<file path="src/verilog/pawd_pkg.sv">
// Package for the peripheral access wait decoder: address regions,
// access lengths, fixed register addresses and the control state type.
// Assumes one core clock; the peripheral clock is an enable pulse.
package pawd_pkg;

   localparam int ADDR_W   = 32;
   localparam int CNT_W    = 8;
   localparam int LEN_W    = 4;
   localparam int DIV_W    = 3;
   localparam int NREG     = 14;
   localparam int IDX_W    = 4;

   // Extra cycles for the 16-bit data registers.
   localparam logic [LEN_W-1:0] WIDE16_EXTRA = 4'h2;

   // Length of an access to an address that no region claims.
   localparam logic [LEN_W-1:0] UNMAPPED_LEN = 4'h2;

   localparam logic [ADDR_W-1:0] SER_RX16_ADDR  = 32'h4009_4010;
   localparam logic [ADDR_W-1:0] SER_TX16_ADDR  = 32'h4009_4014;
   localparam logic [ADDR_W-1:0] CMP_DAT16_ADDR = 32'h4009_5018;

   // Port data, port input and pin function select registers.
   localparam logic [ADDR_W-1:0] PORT_RD_LO = 32'h4004_0000;
   localparam logic [ADDR_W-1:0] PORT_RD_HI = 32'h4004_0FFF;

   localparam logic [CNT_W-1:0]  CNT_RESET  = 8'h00;
   localparam logic [DIV_W-1:0]  DIV_RESET  = 3'h0;

   // Lengths: eq_* with equal clocks, fs_* the least count in peripheral
   // clocks with a faster core clock, sy_* adds the synchronising step.
   typedef struct packed {
      logic [ADDR_W-1:0] lo;
      logic [ADDR_W-1:0] hi;
      logic              pclk;
      logic [LEN_W-1:0]  eq_rd;
      logic [LEN_W-1:0]  eq_wr;
      logic [LEN_W-1:0]  fs_rd;
      logic [LEN_W-1:0]  fs_wr;
      logic              sy_rd;
      logic              sy_wr;
   } pawd_region_type;

   typedef struct packed {
      logic              hit;
      logic [IDX_W-1:0]  idx;
      logic              wide16;
      logic              port_rd;
      pawd_region_type   reg_info;
   } pawd_decode_type;

   typedef enum logic [1:0] {ST_IDLE, ST_SYNC, ST_COUNT} pawd_state_type;

   localparam pawd_region_type REGIONS [NREG] = '{
      '{32'h4000_0000, 32'h4001_BFFF, 1'b0,
        4'h2, 4'h2, 4'h2, 4'h2, 1'b0, 1'b0},
      '{32'h4001_E000, 32'h4001_EFFF, 1'b0,
        4'h4, 4'h4, 4'h4, 4'h4, 1'b0, 1'b0},
      '{32'h4004_0000, 32'h4004_1FFF, 1'b1,
        4'h3, 4'h3, 4'h2, 4'h2, 1'b1, 1'b1},
      '{32'h4004_2000, 32'h4005_FFFF, 1'b1,
        4'h3, 4'h3, 4'h2, 4'h2, 1'b1, 1'b1},
      '{32'h4007_4000, 32'h4007_40FF, 1'b1,
        4'h3, 4'h3, 4'h2, 4'h2, 1'b1, 1'b1},
      '{32'h4008_0000, 32'h4008_00FF, 1'b1,
        4'h2, 4'h2, 4'h2, 4'h1, 1'b0, 1'b1},
      '{32'h4008_5F00, 32'h4008_5FFF, 1'b1,
        4'h3, 4'h3, 4'h3, 4'h2, 1'b0, 1'b1},
      '{32'h4009_1000, 32'h4009_10FF, 1'b1,
        4'h2, 4'h2, 4'h1, 4'h1, 1'b1, 1'b1},
      '{32'h4009_1100, 32'h4009_11FF, 1'b1,
        4'h3, 4'h3, 4'h2, 4'h2, 1'b1, 1'b1},
      '{32'h4009_1200, 32'h4009_20FF, 1'b1,
        4'h2, 4'h2, 4'h2, 4'h1, 1'b0, 1'b1},
      '{32'h4009_2100, 32'h4009_22FF, 1'b1,
        4'h2, 4'h2, 4'h1, 4'h1, 1'b1, 1'b1},
      '{32'h4009_3000, 32'h4009_C0FF, 1'b1,
        4'h2, 4'h2, 4'h1, 4'h1, 1'b1, 1'b1},
      '{32'h407E_0000, 32'h407F_FFFF, 1'b0,
        4'h3, 4'h3, 4'h3, 4'h3, 1'b0, 1'b0},
      '{32'hE200_0000, 32'hE680_0FFF, 1'b0,
        4'h2, 4'h2, 4'h2, 4'h2, 1'b0, 1'b0}
   };

endpackage

</file>
<file path="src/verilog/pawd_region_decoder.sv">
// Combinational address decoder: finds the region of an address and
// flags the 16-bit data registers and the port read area.
// Assumes the address is stable while it is decoded.
`timescale 1ns/10ps
module pawd_region_decoder (
   input  wire logic [pawd_pkg::ADDR_W-1:0] addr_i,
   output pawd_pkg::pawd_decode_type        dec_o
);

   function automatic logic in_range(
      input logic [pawd_pkg::ADDR_W-1:0] a,
      input logic [pawd_pkg::ADDR_W-1:0] lo,
      input logic [pawd_pkg::ADDR_W-1:0] hi);
      in_range = (a >= lo) && (a <= hi);
   endfunction

   logic [pawd_pkg::NREG-1:0] hits;
   logic [pawd_pkg::IDX_W-1:0] first;

   genvar g;
   generate
      for (g = 0; g < pawd_pkg::NREG; g++) begin : g_hit
         assign hits[g] = in_range(addr_i, pawd_pkg::REGIONS[g].lo,
                                   pawd_pkg::REGIONS[g].hi);
      end
   endgenerate

   // Regions never overlap, so the lowest hit is the only one.
   always_comb begin
      first = '0;
      for (int i = pawd_pkg::NREG - 1; i >= 0; i--) begin
         if (hits[i]) begin
            first = i[pawd_pkg::IDX_W-1:0];
         end
      end
   end

   assign dec_o.hit      = |hits;
   assign dec_o.idx      = first;
   assign dec_o.reg_info = pawd_pkg::REGIONS[first];
   assign dec_o.port_rd  = in_range(addr_i, pawd_pkg::PORT_RD_LO,
                                    pawd_pkg::PORT_RD_HI);
   assign dec_o.wide16   = (addr_i == pawd_pkg::SER_RX16_ADDR) ||
                           (addr_i == pawd_pkg::SER_TX16_ADDR) ||
                           (addr_i == pawd_pkg::CMP_DAT16_ADDR);

endmodule

</file>
<file path="src/verilog/pawd_wait_decoder.sv">
// Access wait generator between the bus masters and the peripheral
// register areas: holds ready low for the region's access length.
// Assumes the master drives request, address and direction on the core
// clock and keeps them stable from the request until ready.
`timescale 1ns/10ps

module pawd_wait_decoder (
   input  wire logic                         ref_clk_i,
   input  wire logic                         resetn_i,
   input  wire logic [pawd_pkg::DIV_W-1:0]   pclk_div_i,
   input  wire logic [pawd_pkg::LEN_W-1:0]   port_read_wait_count_i,
   input  wire logic                         req_i,
   input  wire logic                         write_i,
   input  wire logic                         grant_i,
   input  wire logic [pawd_pkg::ADDR_W-1:0]  addr_i,
   output logic                              ready_o,
   output logic                              busy_o,
   output logic                              peripheral_bus_clock_en_o,
   output logic                              unmapped_o,
   output logic [pawd_pkg::IDX_W-1:0]        region_o,
   output logic [pawd_pkg::CNT_W-1:0]        last_cycles_o
);

   pawd_pkg::pawd_decode_type dec;
   pawd_pkg::pawd_state_type  state;
   pawd_pkg::pawd_state_type  next_state;

   logic [pawd_pkg::DIV_W-1:0] div_cnt;
   logic [pawd_pkg::CNT_W-1:0] cnt;
   logic [pawd_pkg::CNT_W-1:0] next_cnt;
   logic [pawd_pkg::CNT_W-1:0] elapsed;
   logic                       unit_pclk;
   logic                       pclk_en;

   pawd_region_decoder u_dec (
      .addr_i (addr_i),
      .dec_o  (dec)
   );

   // Peripheral clock as an enable: one pulse every pclk_div_i+1 cycles.
   // A divide value of zero means the two clocks are equal.
   wire logic fast_core = (pclk_div_i != pawd_pkg::DIV_RESET);
   wire logic div_wrap  = (div_cnt == pawd_pkg::DIV_RESET);

   always_ff @(posedge ref_clk_i) begin
      if (!resetn_i) begin
         div_cnt <= pawd_pkg::DIV_RESET;
         pclk_en <= 1'b0;
      end else begin
         div_cnt <= div_wrap ? pclk_div_i : div_cnt - 3'h1;
         pclk_en <= div_wrap;
      end
   end

   // Length selection runs on the live address in every cycle.
   // core-clock regions ignore the clock ratio.
   wire logic [pawd_pkg::LEN_W-1:0] eq_len =
      write_i ? dec.reg_info.eq_wr : dec.reg_info.eq_rd;
   // the table holds the truncated least count.
   wire logic [pawd_pkg::LEN_W-1:0] fs_len =
      write_i ? dec.reg_info.fs_wr : dec.reg_info.fs_rd;
   wire logic sync_sel =
      write_i ? dec.reg_info.sy_wr : dec.reg_info.sy_rd;
   wire logic use_fast = dec.reg_info.pclk & fast_core;

   wire logic [pawd_pkg::LEN_W-1:0] base_len =
      !dec.hit ? pawd_pkg::UNMAPPED_LEN : (use_fast ? fs_len : eq_len);

   wire logic [pawd_pkg::LEN_W-1:0] wide_add =
      dec.wide16 ? pawd_pkg::WIDE16_EXTRA : 4'h0;

   wire logic [pawd_pkg::LEN_W-1:0] port_add =
      (dec.port_rd && !write_i) ? port_read_wait_count_i : 4'h0;

   wire logic [pawd_pkg::CNT_W-1:0] total_len =
      {4'h0, base_len} + {4'h0, wide_add} + {4'h0, port_add};

   // The taken cycle is the first cycle of a core-clock access, so ready
   // rises N-1 cycles after it. A peripheral-clock access counts whole
   // enables after the take, and the take's core cycle is not one.
   wire logic unit_now = use_fast & dec.hit;
   wire logic [pawd_pkg::CNT_W-1:0] skip_len = unit_now ? 8'h01 : 8'h02;
   wire logic [pawd_pkg::CNT_W-1:0] load_cnt =
      (total_len <= skip_len) ? 8'h00 : total_len - skip_len;

   // a faster core waits for a peripheral edge before counting when the region's sy_* bit for the direction is set.
   wire logic need_sync = use_fast & sync_sel & dec.hit;

   wire logic take = (state == pawd_pkg::ST_IDLE) & req_i & grant_i;

   // losing the bus to another master freezes the count.
   wire logic step = grant_i & (unit_pclk ? pclk_en : 1'b1);

   wire logic done = (state == pawd_pkg::ST_COUNT) &&
                     (cnt == pawd_pkg::CNT_RESET);

   always_comb begin
      next_state = state;
      next_cnt   = cnt;
      unique case (state)
         pawd_pkg::ST_IDLE: begin
            if (take) begin
               next_cnt   = load_cnt;
               next_state = need_sync ? pawd_pkg::ST_SYNC
                                      : pawd_pkg::ST_COUNT;
            end
         end
         pawd_pkg::ST_SYNC: begin
            if (grant_i && pclk_en) begin
               next_state = pawd_pkg::ST_COUNT;
            end
         end
         pawd_pkg::ST_COUNT: begin
            if (done) begin
               next_state = pawd_pkg::ST_IDLE;
            end else if (step) begin
               next_cnt = cnt - 8'h01;
            end
         end
      endcase
   end

   always_ff @(posedge ref_clk_i) begin
      if (!resetn_i) begin
         state <= pawd_pkg::ST_IDLE;
         cnt   <= pawd_pkg::CNT_RESET;
      end else begin
         state <= next_state;
         cnt   <= next_cnt;
      end
   end

   // Access attributes are captured when the request is taken.
   always_ff @(posedge ref_clk_i) begin
      if (!resetn_i) begin
         unit_pclk  <= 1'b0;
         unmapped_o <= 1'b0;
         region_o   <= '0;
      end else if (take) begin
         unit_pclk  <= use_fast & dec.hit;
         unmapped_o <= !dec.hit;
         region_o   <= dec.idx;
      end
   end

   // Measured length in core cycles. The take cycle counts as the first,
   // so the first busy cycle is the second and the ready cycle the last.
   always_ff @(posedge ref_clk_i) begin
      if (!resetn_i) begin
         elapsed       <= pawd_pkg::CNT_RESET;
         last_cycles_o <= pawd_pkg::CNT_RESET;
      end else if (take) begin
         elapsed <= 8'h02;
      end else if (done) begin
         last_cycles_o <= elapsed;
      end else if (state != pawd_pkg::ST_IDLE) begin
         elapsed <= elapsed + 8'h01;
      end
   end

   // ready stays low until the loaded count has run out.
   assign ready_o = done;
   assign busy_o  = (state != pawd_pkg::ST_IDLE);
   assign peripheral_bus_clock_en_o = pclk_en;

endmodule

</file>
<file path="config.mk">
export PLATFORM = sky130hd
export DESIGN_NAME = pawd_wait_decoder
export DESIGN_NICKNAME = d
export VERILOG_FILES = /design/src/verilog/pawd_pkg.sv /design/src/verilog/pawd_region_decoder.sv /design/src/verilog/pawd_wait_decoder.sv
export SDC_FILE = /design/constraint.sdc
export NUM_CORES = 1
export LEC_CHECK = 0
export BUFFER_PORTS_ARGS = -buffer_cell sky130_fd_sc_hd__buf_2
export CORE_MARGIN = 4
export CORE_UTILIZATION = 55
export DETAILED_ROUTE_END_ITERATION = 7
export GPL_TIMING_DRIVEN = 0
export PLACE_DENSITY_LB_ADDON = 0.25
export SETUP_SLACK_MARGIN = 0.4
export SLEW_MARGIN = 20
export SYNTH_ARGS = -nofsm -noshare
export SYNTH_HDL_FRONTEND = slang
export SYNTH_SLANG_ARGS = --single-unit
</file>
<file path="constraint.sdc">
create_clock -name ref_clk_i -period 12.9 [get_ports ref_clk_i]
set_clock_uncertainty 0.15 [all_clocks]
set_input_delay 1.935 -clock ref_clk_i [delete_from_list [all_inputs] [get_ports ref_clk_i]]
set_output_delay 1.935 -clock ref_clk_i [all_outputs]
set_load 0.01 [all_outputs]
</file>
Word-level counts from Yosys, hierarchy flattened:

Memories as Yosys holds them, arrays and structs flattened.
Cells that the tools add are included.

* latch bits: 0
* word-level logic and storage cells: 145
* memory bits (writable): 0
* memories: 1
* output and inout port bits: 16
* ROM bits: 1328
* register bits: 36
* input bits: 44

* multiply operators: 0
* multiplexer cells: 39
* equality and inequality tests: 11
* reductions and logical operators: 36
* add/subtract/negate cells: 6
* bitwise gates (word level): 11
* shift-type cells: 0
* order comparisons: 31
* divide/modulo/power cells: 0

Memories
* (no name shown): words 16, width 83, rd ports 1, clocked after memory_dff 0, wr ports 0, line pawd_region_decoder.sv:40 `assign dec_o.reg_info = pawd_pkg::REGIONS[first];`

Operators with widths (count)
* $le 32x31->1 const B: 14
* $ge 32x31->1 const B: 13
* $eq 32x31->1 const B: 3
* $mux 4: 19
* $mux 19: 2
* $ge 32x32->1 const B: 1
* $le 32x32->1 const B: 1
* $mux 8: 4
* $logic_and 1x1->1: 18
* $mux 2: 9
* $pmux 8 s2: 1
* $reduce_or 14->1: 1
* $ne 2x2->1 const B: 5
* $add 8x1->8 const B: 1
* $logic_not 8->1: 1
* $sub 8x1->8 const B: 1
* $and 1x1->1: 7
* $sub 6x2->7: 1
* $add 5x4->6: 1
* $le 6x2->1: 1
* $pmux 2 s3: 1
* $reduce_and 2->1: 3
* $reduce_bool 2->1: 3
* $add 4x2->5: 1
* other kinds (17): 22

Logic depth before layout (Yosys ltp):

* word-level depth: 29
* depth in mapped cells: 22

Hierarchy:

A second synthesis with hierarchy kept.

* cells, all modules: 484
* area, all modules: 3628.5 um^2

Modules (own cells, without submodules)
* pawd_wait_decoder: cells each 264, times used 1, area each 2214.6 um^2
* pawd_region_decoder: cells each 220, times used 1, area each 1413.9 um^2

Least setup slack after synthesis:

OpenSTA, ideal clock, no wires.

* kind: input-to-reg
* from: in addr_i[13] (netlist name)
* to: reg cnt[3] (netlist name)
* buffers on the path: 2
* setup slack: 6.083 ns
* setup time: 0.070 ns
* stages on the path: 19
* arrival: 6.596 ns
* cells stage by stage: buf_2 nor4_2 nand2_1 a2111oi_1 nor2_1 and4_1 buf_2 ha_1 a21boi_0 o211a_1 o41a_1 fa_1 ha_1 fa_1 or4_1 o21ai_0 o21ai_0 or2_2 a21oi_1

* longest elaborated chain between the ends: 29
* elaborated cells on any way between the ends: 85

Ends and longest elaborated chain
* start, declared: line pawd_wait_decoder.sv:15 `input wire logic [pawd_pkg::ADDR_W-1:0] addr_i,`
* $ge 32x32->1 / $le 32x32->1 (equally long branches): line pawd_region_decoder.sv:14 `in_range = (a >= lo) && (a <= hi);`
* $logic_and 1x1->1: line pawd_region_decoder.sv:14
* $mux 4 (14 in series): line pawd_region_decoder.sv:32 `if (hits[i]) begin`
* $not 4->5 (implied by the code): line pawd_region_decoder.sv:40
* $mem_v2 16x83
* $mux 19 (implied by the code) (2 in series): line pawd_region_decoder.sv:40
* $mux 4, or another cell as far along: line pawd_wait_decoder.sv:58 `write_i ? dec.reg_info.eq_wr : dec.reg_info.eq_rd;`
* $mux 4 (2 in series): line pawd_wait_decoder.sv:67 `!dec.hit ? pawd_pkg::UNMAPPED_LEN : (use_fast ? fs_len : eq_len);`
* $add 4x2->5: line pawd_wait_decoder.sv:76 `{4'h0, base_len} + {4'h0, wide_add} + {4'h0, port_add};`
* $add 5x4->6: line pawd_wait_decoder.sv:76
* $sub 6x2->7 / $le 6x2->1 (equally long branches): line pawd_wait_decoder.sv:84 `(total_len <= skip_len) ? 8'h00 : total_len - skip_len;`
* $mux 8 *: line pawd_wait_decoder.sv:84
* $mux 8 *: line pawd_wait_decoder.sv:102 `if (take) begin`
* $pmux 8 s2 *: line pawd_wait_decoder.sv:100 `unique case (state)`
* end signal, assigned: line pawd_wait_decoder.sv:126 `cnt <= pawd_pkg::CNT_RESET;`
* end signal, assigned: line pawd_wait_decoder.sv:129 `cnt <= next_cnt;`
* end, declared: line pawd_wait_decoder.sv:29 `logic [pawd_pkg::CNT_W-1:0] cnt;`

Mark *: on every way between the ends. The rest lies on a longest branch, timed or not. The select of a mux whose other input is x is not followed.
A chain may end at the register's enable or synchronous reset.

Worst setup path after layout:

* from: in addr_i[19] (netlist name)
* to: reg cnt[3] (netlist name)

The elaborated chain is that of the path after synthesis.

==> metrics.yaml <==
reg2reg_depth: 10
die-height_um: 82.2
grt_util_all_layers_pct: 23.5
whs_path_depth: 1
crit_start: "addr_i[19]"
setup_viol: 0
gp_congestion: 0.928
antenna-diode-count: 0
htreeDepth: 2
fin_crit_ns: 7.32
r2r_slack_ns: 10.04
cpPeakStageDelay_ns: 0.53
synth_nets: 450
area_growth_pct: 15.4
antenna_found_initial: 0
r2r_start: "state[0]"
die_w_um: 82.2
cts.sinks: 36
cts_buffer_depth: 2
hp-start: "div_cnt[0]"
root_buffer: "clkbuf_8"
core_mm2: 0.00520
via_count: 3193
status: "finished clean"
synthFlopType: "dfxtp_1"
timing.fmax_mhz: 137
end_kind: "flip-flop"
tightest_slew_ns: 0.597
worstSetupStartpointType: "input port"
cts_resized: 0
crit_chain: "buf_2, nor4_1, nand2b_1, o211ai_1, a2bb2oi_1, a21boi_2, ha_1, nor2_1, o211a_1, o41a_1, fa_1, ha_1, fa_1, or4_1, o21ai_0, o21ai_0, or2_2, a21oi_1"
regArea_um2: 721
grt_first_pass_wirelength_um: 12700
critPathKind: "input port to flip-flop"
ys_warn_count: 0
sw_frac_of_total_pct: 38.2
power_leakage_uw: 0.00140
hold_viol_final: 0
crit_fanout: 7
die_area_mm2: 0.00675
synth.top_cell.area_share_pct: 23.8
min_to: "div_cnt[0]"
syn_inst: 385
clk_latency_ns: 0.29
avgSynthCellArea_um2: 7.86
slew_violations: 0
drc: 0
grt_max_degree: 12
r2r-end: "cnt[7]"
period_share_pct: 56.8
combPwrFrac_pct: 39.7
seq_area_frac_synth_pct: 23.8
synth-edff-count: 0
dr.pass1.iters: 5
drive_gt1_share_pct: 22.4
multi_input_area_mm2: 0.00216
ys_ff_latch: 36
synthArstFlopShare_pct: 0
io_buffers: 54
path_clk_slew_ns: 0.07
cap_viol_max_count: 0
synth_cell_types: 76
netlist_area_mm2: 0.00303
cp_data_arrival_time_ns: 7.40
nFillCells: 478
grt_overflow: 0
grt_pass1_vias: 2793
post_cts_buffers: 0
drt_iter0_drc: 200
rows: 26
netlist.top_cell.by_area: "dfxtp_1"
ant_nets: 0
hold_path.class: "flip-flop to flip-flop"
cellInternalPower_uw: 246
hold-worst-slack_ns: 0.291
p_sw_uw: 152
rsz0062_at_grt: "false"
dp_hpwl_um: 5940
cts_hold_buf: 0
pre_cts_ws_ns: 5.42
finalSetupTns_ns: 0
start_util_pct: 58.1
ys_top_cells_by_area: "dfxtp_1 (24%), ha_1 (7.4%), nor2_1 (5.2%)"
slowest_stage: "fa_1"
wire_per_inst_um: 14.7
cts_buffers: 5
layout.nets: 511
worst_slack_ns: 5.58
slew_headroom_pct: 59.1
routed_wl_um: 7620
worstPathRequired_ns: 12.97
seqPwrFrac_pct: 35.6
p_clk_share_pct: 24.6
io_pins: 60
cts_tree: "built"
p_per_area_mw_per_mm2: 114
viasPerCell: 6.18
irDropWorstVdd_uv: 97.0
-- logic make-up after synthesis --
family                   count (synthesis)  share of synthesized area [%]
AO/OA/AOI/OAI                          100                           24.4
XOR/XNOR                                11                           3.18
adder cells (fa/ha/maj)                 21                           9.43
buffers and inverters                   36                           4.92
flip-flops                              36                           23.8
multiplexers                             2                          0.703
AND/OR/NAND/NOR                        179                           33.6
-- worst max-delay path by stage --
| stage | cells after the start | slack, ns | to |
|---|---|---|---|
| floorplan | 19 | 6.08 | cnt[3] |
| global placement | 18 | 5.45 | cnt[3] |
| detailed placement | 18 | 5.42 | cnt[3] |
| CTS | 18 | 5.70 | cnt[3] |
| global route | 20 | 5.30 | cnt[6] |
| finish | 18 | 5.58 | cnt[3] |
-- cells in the mapped netlist (all sizes together) (7+ instances only) --
cell,count
dfxtp,36
a211oi,10
nand2,33
a21oi,26
nand4,8
nand3,22
nor2,42
o21ai,14
nor3,17
clkbuf,9
xor2,7
or4,7
ha,18
nor4,10
inv,19
-- routing by layer --
metal	GRT usage, %	part of all wire, %	vias to the layer above
met5	0	0	-
met4	3.99	1.0	0
met3	4.45	6.0	11
met2	37.3	45	87
met1	33.4	48	1517
li1	-	-	1578
-- per-stage QoR --
stage | utilization, % | std cells | total power [uW] | area, um^2
after CTS | 67.1 | 517 | 398 | 3490
after global placement | 65.0 | 509 | 292 | 3380
final | 67.1 | 517 | 398 | 3490
after floorplan | - | 385 | 253 | 3030
after detailed placement | 65.0 | 509 | 297 | 3380
after global routing | 67.1 | 517 | 424 | 3490
-- cell type report --
type	instances	share of cell area, %
multi-input cells	313	61.8
well taps	70	2.51
clock buffers	6	2.08
repair buffers	54	7.74
flip-flops and latches	36	20.6
clock inverters	2	1.00
inverters	21	2.26
plain buffers	15	2.01
-- state kept, by name, summed over array words and instances (netlist names) --
register / flops
state: 2
peripheral_bus_clock_en_o: 1
elapsed: 8
region_o: 4
unmapped_o: 1
unit_pclk: 1
cnt: 8
div_cnt: 3
last_cycles_o: 8
-- layout by cell type (no fill, tap or decap), types with 6 or more instances in the layout --
cell,n
nand4_1,8
xor2_1,7
inv_1,18
o21ai_0,10
and4_1,6
clkbuf_1,10
buf_2,59
or4_1,6
ha_1,18
dfxtp_1,36
nor3_1,15
nand3_1,20
a21oi_1,25
a211oi_1,10
nor2_1,42
nand2_1,32
-- worst max-delay path: cells and delay by family --
family	cells	cell delay (ns)
compound gates	8	2.21
buf+inv	1	0.14
fa+ha+maj	4	1.51
simple gates	5	1.60
-- power by group through the flow --
| stage | Combinational, uW | Clock [uW] | Sequential, uW |
|---|---|---|---|
| after floorplan | 111 | 0 | 142 |
| after global placement | 149 | 0 | 143 |
| after detailed placement | 154 | 0 | 143 |
| after CTS | 156 | 99.8 | 141 |
| after global routing | 176 | 104 | 144 |
| final | 158 | 98.0 | 142 |
No activity file was read; power rests on OpenSTA's default activity.
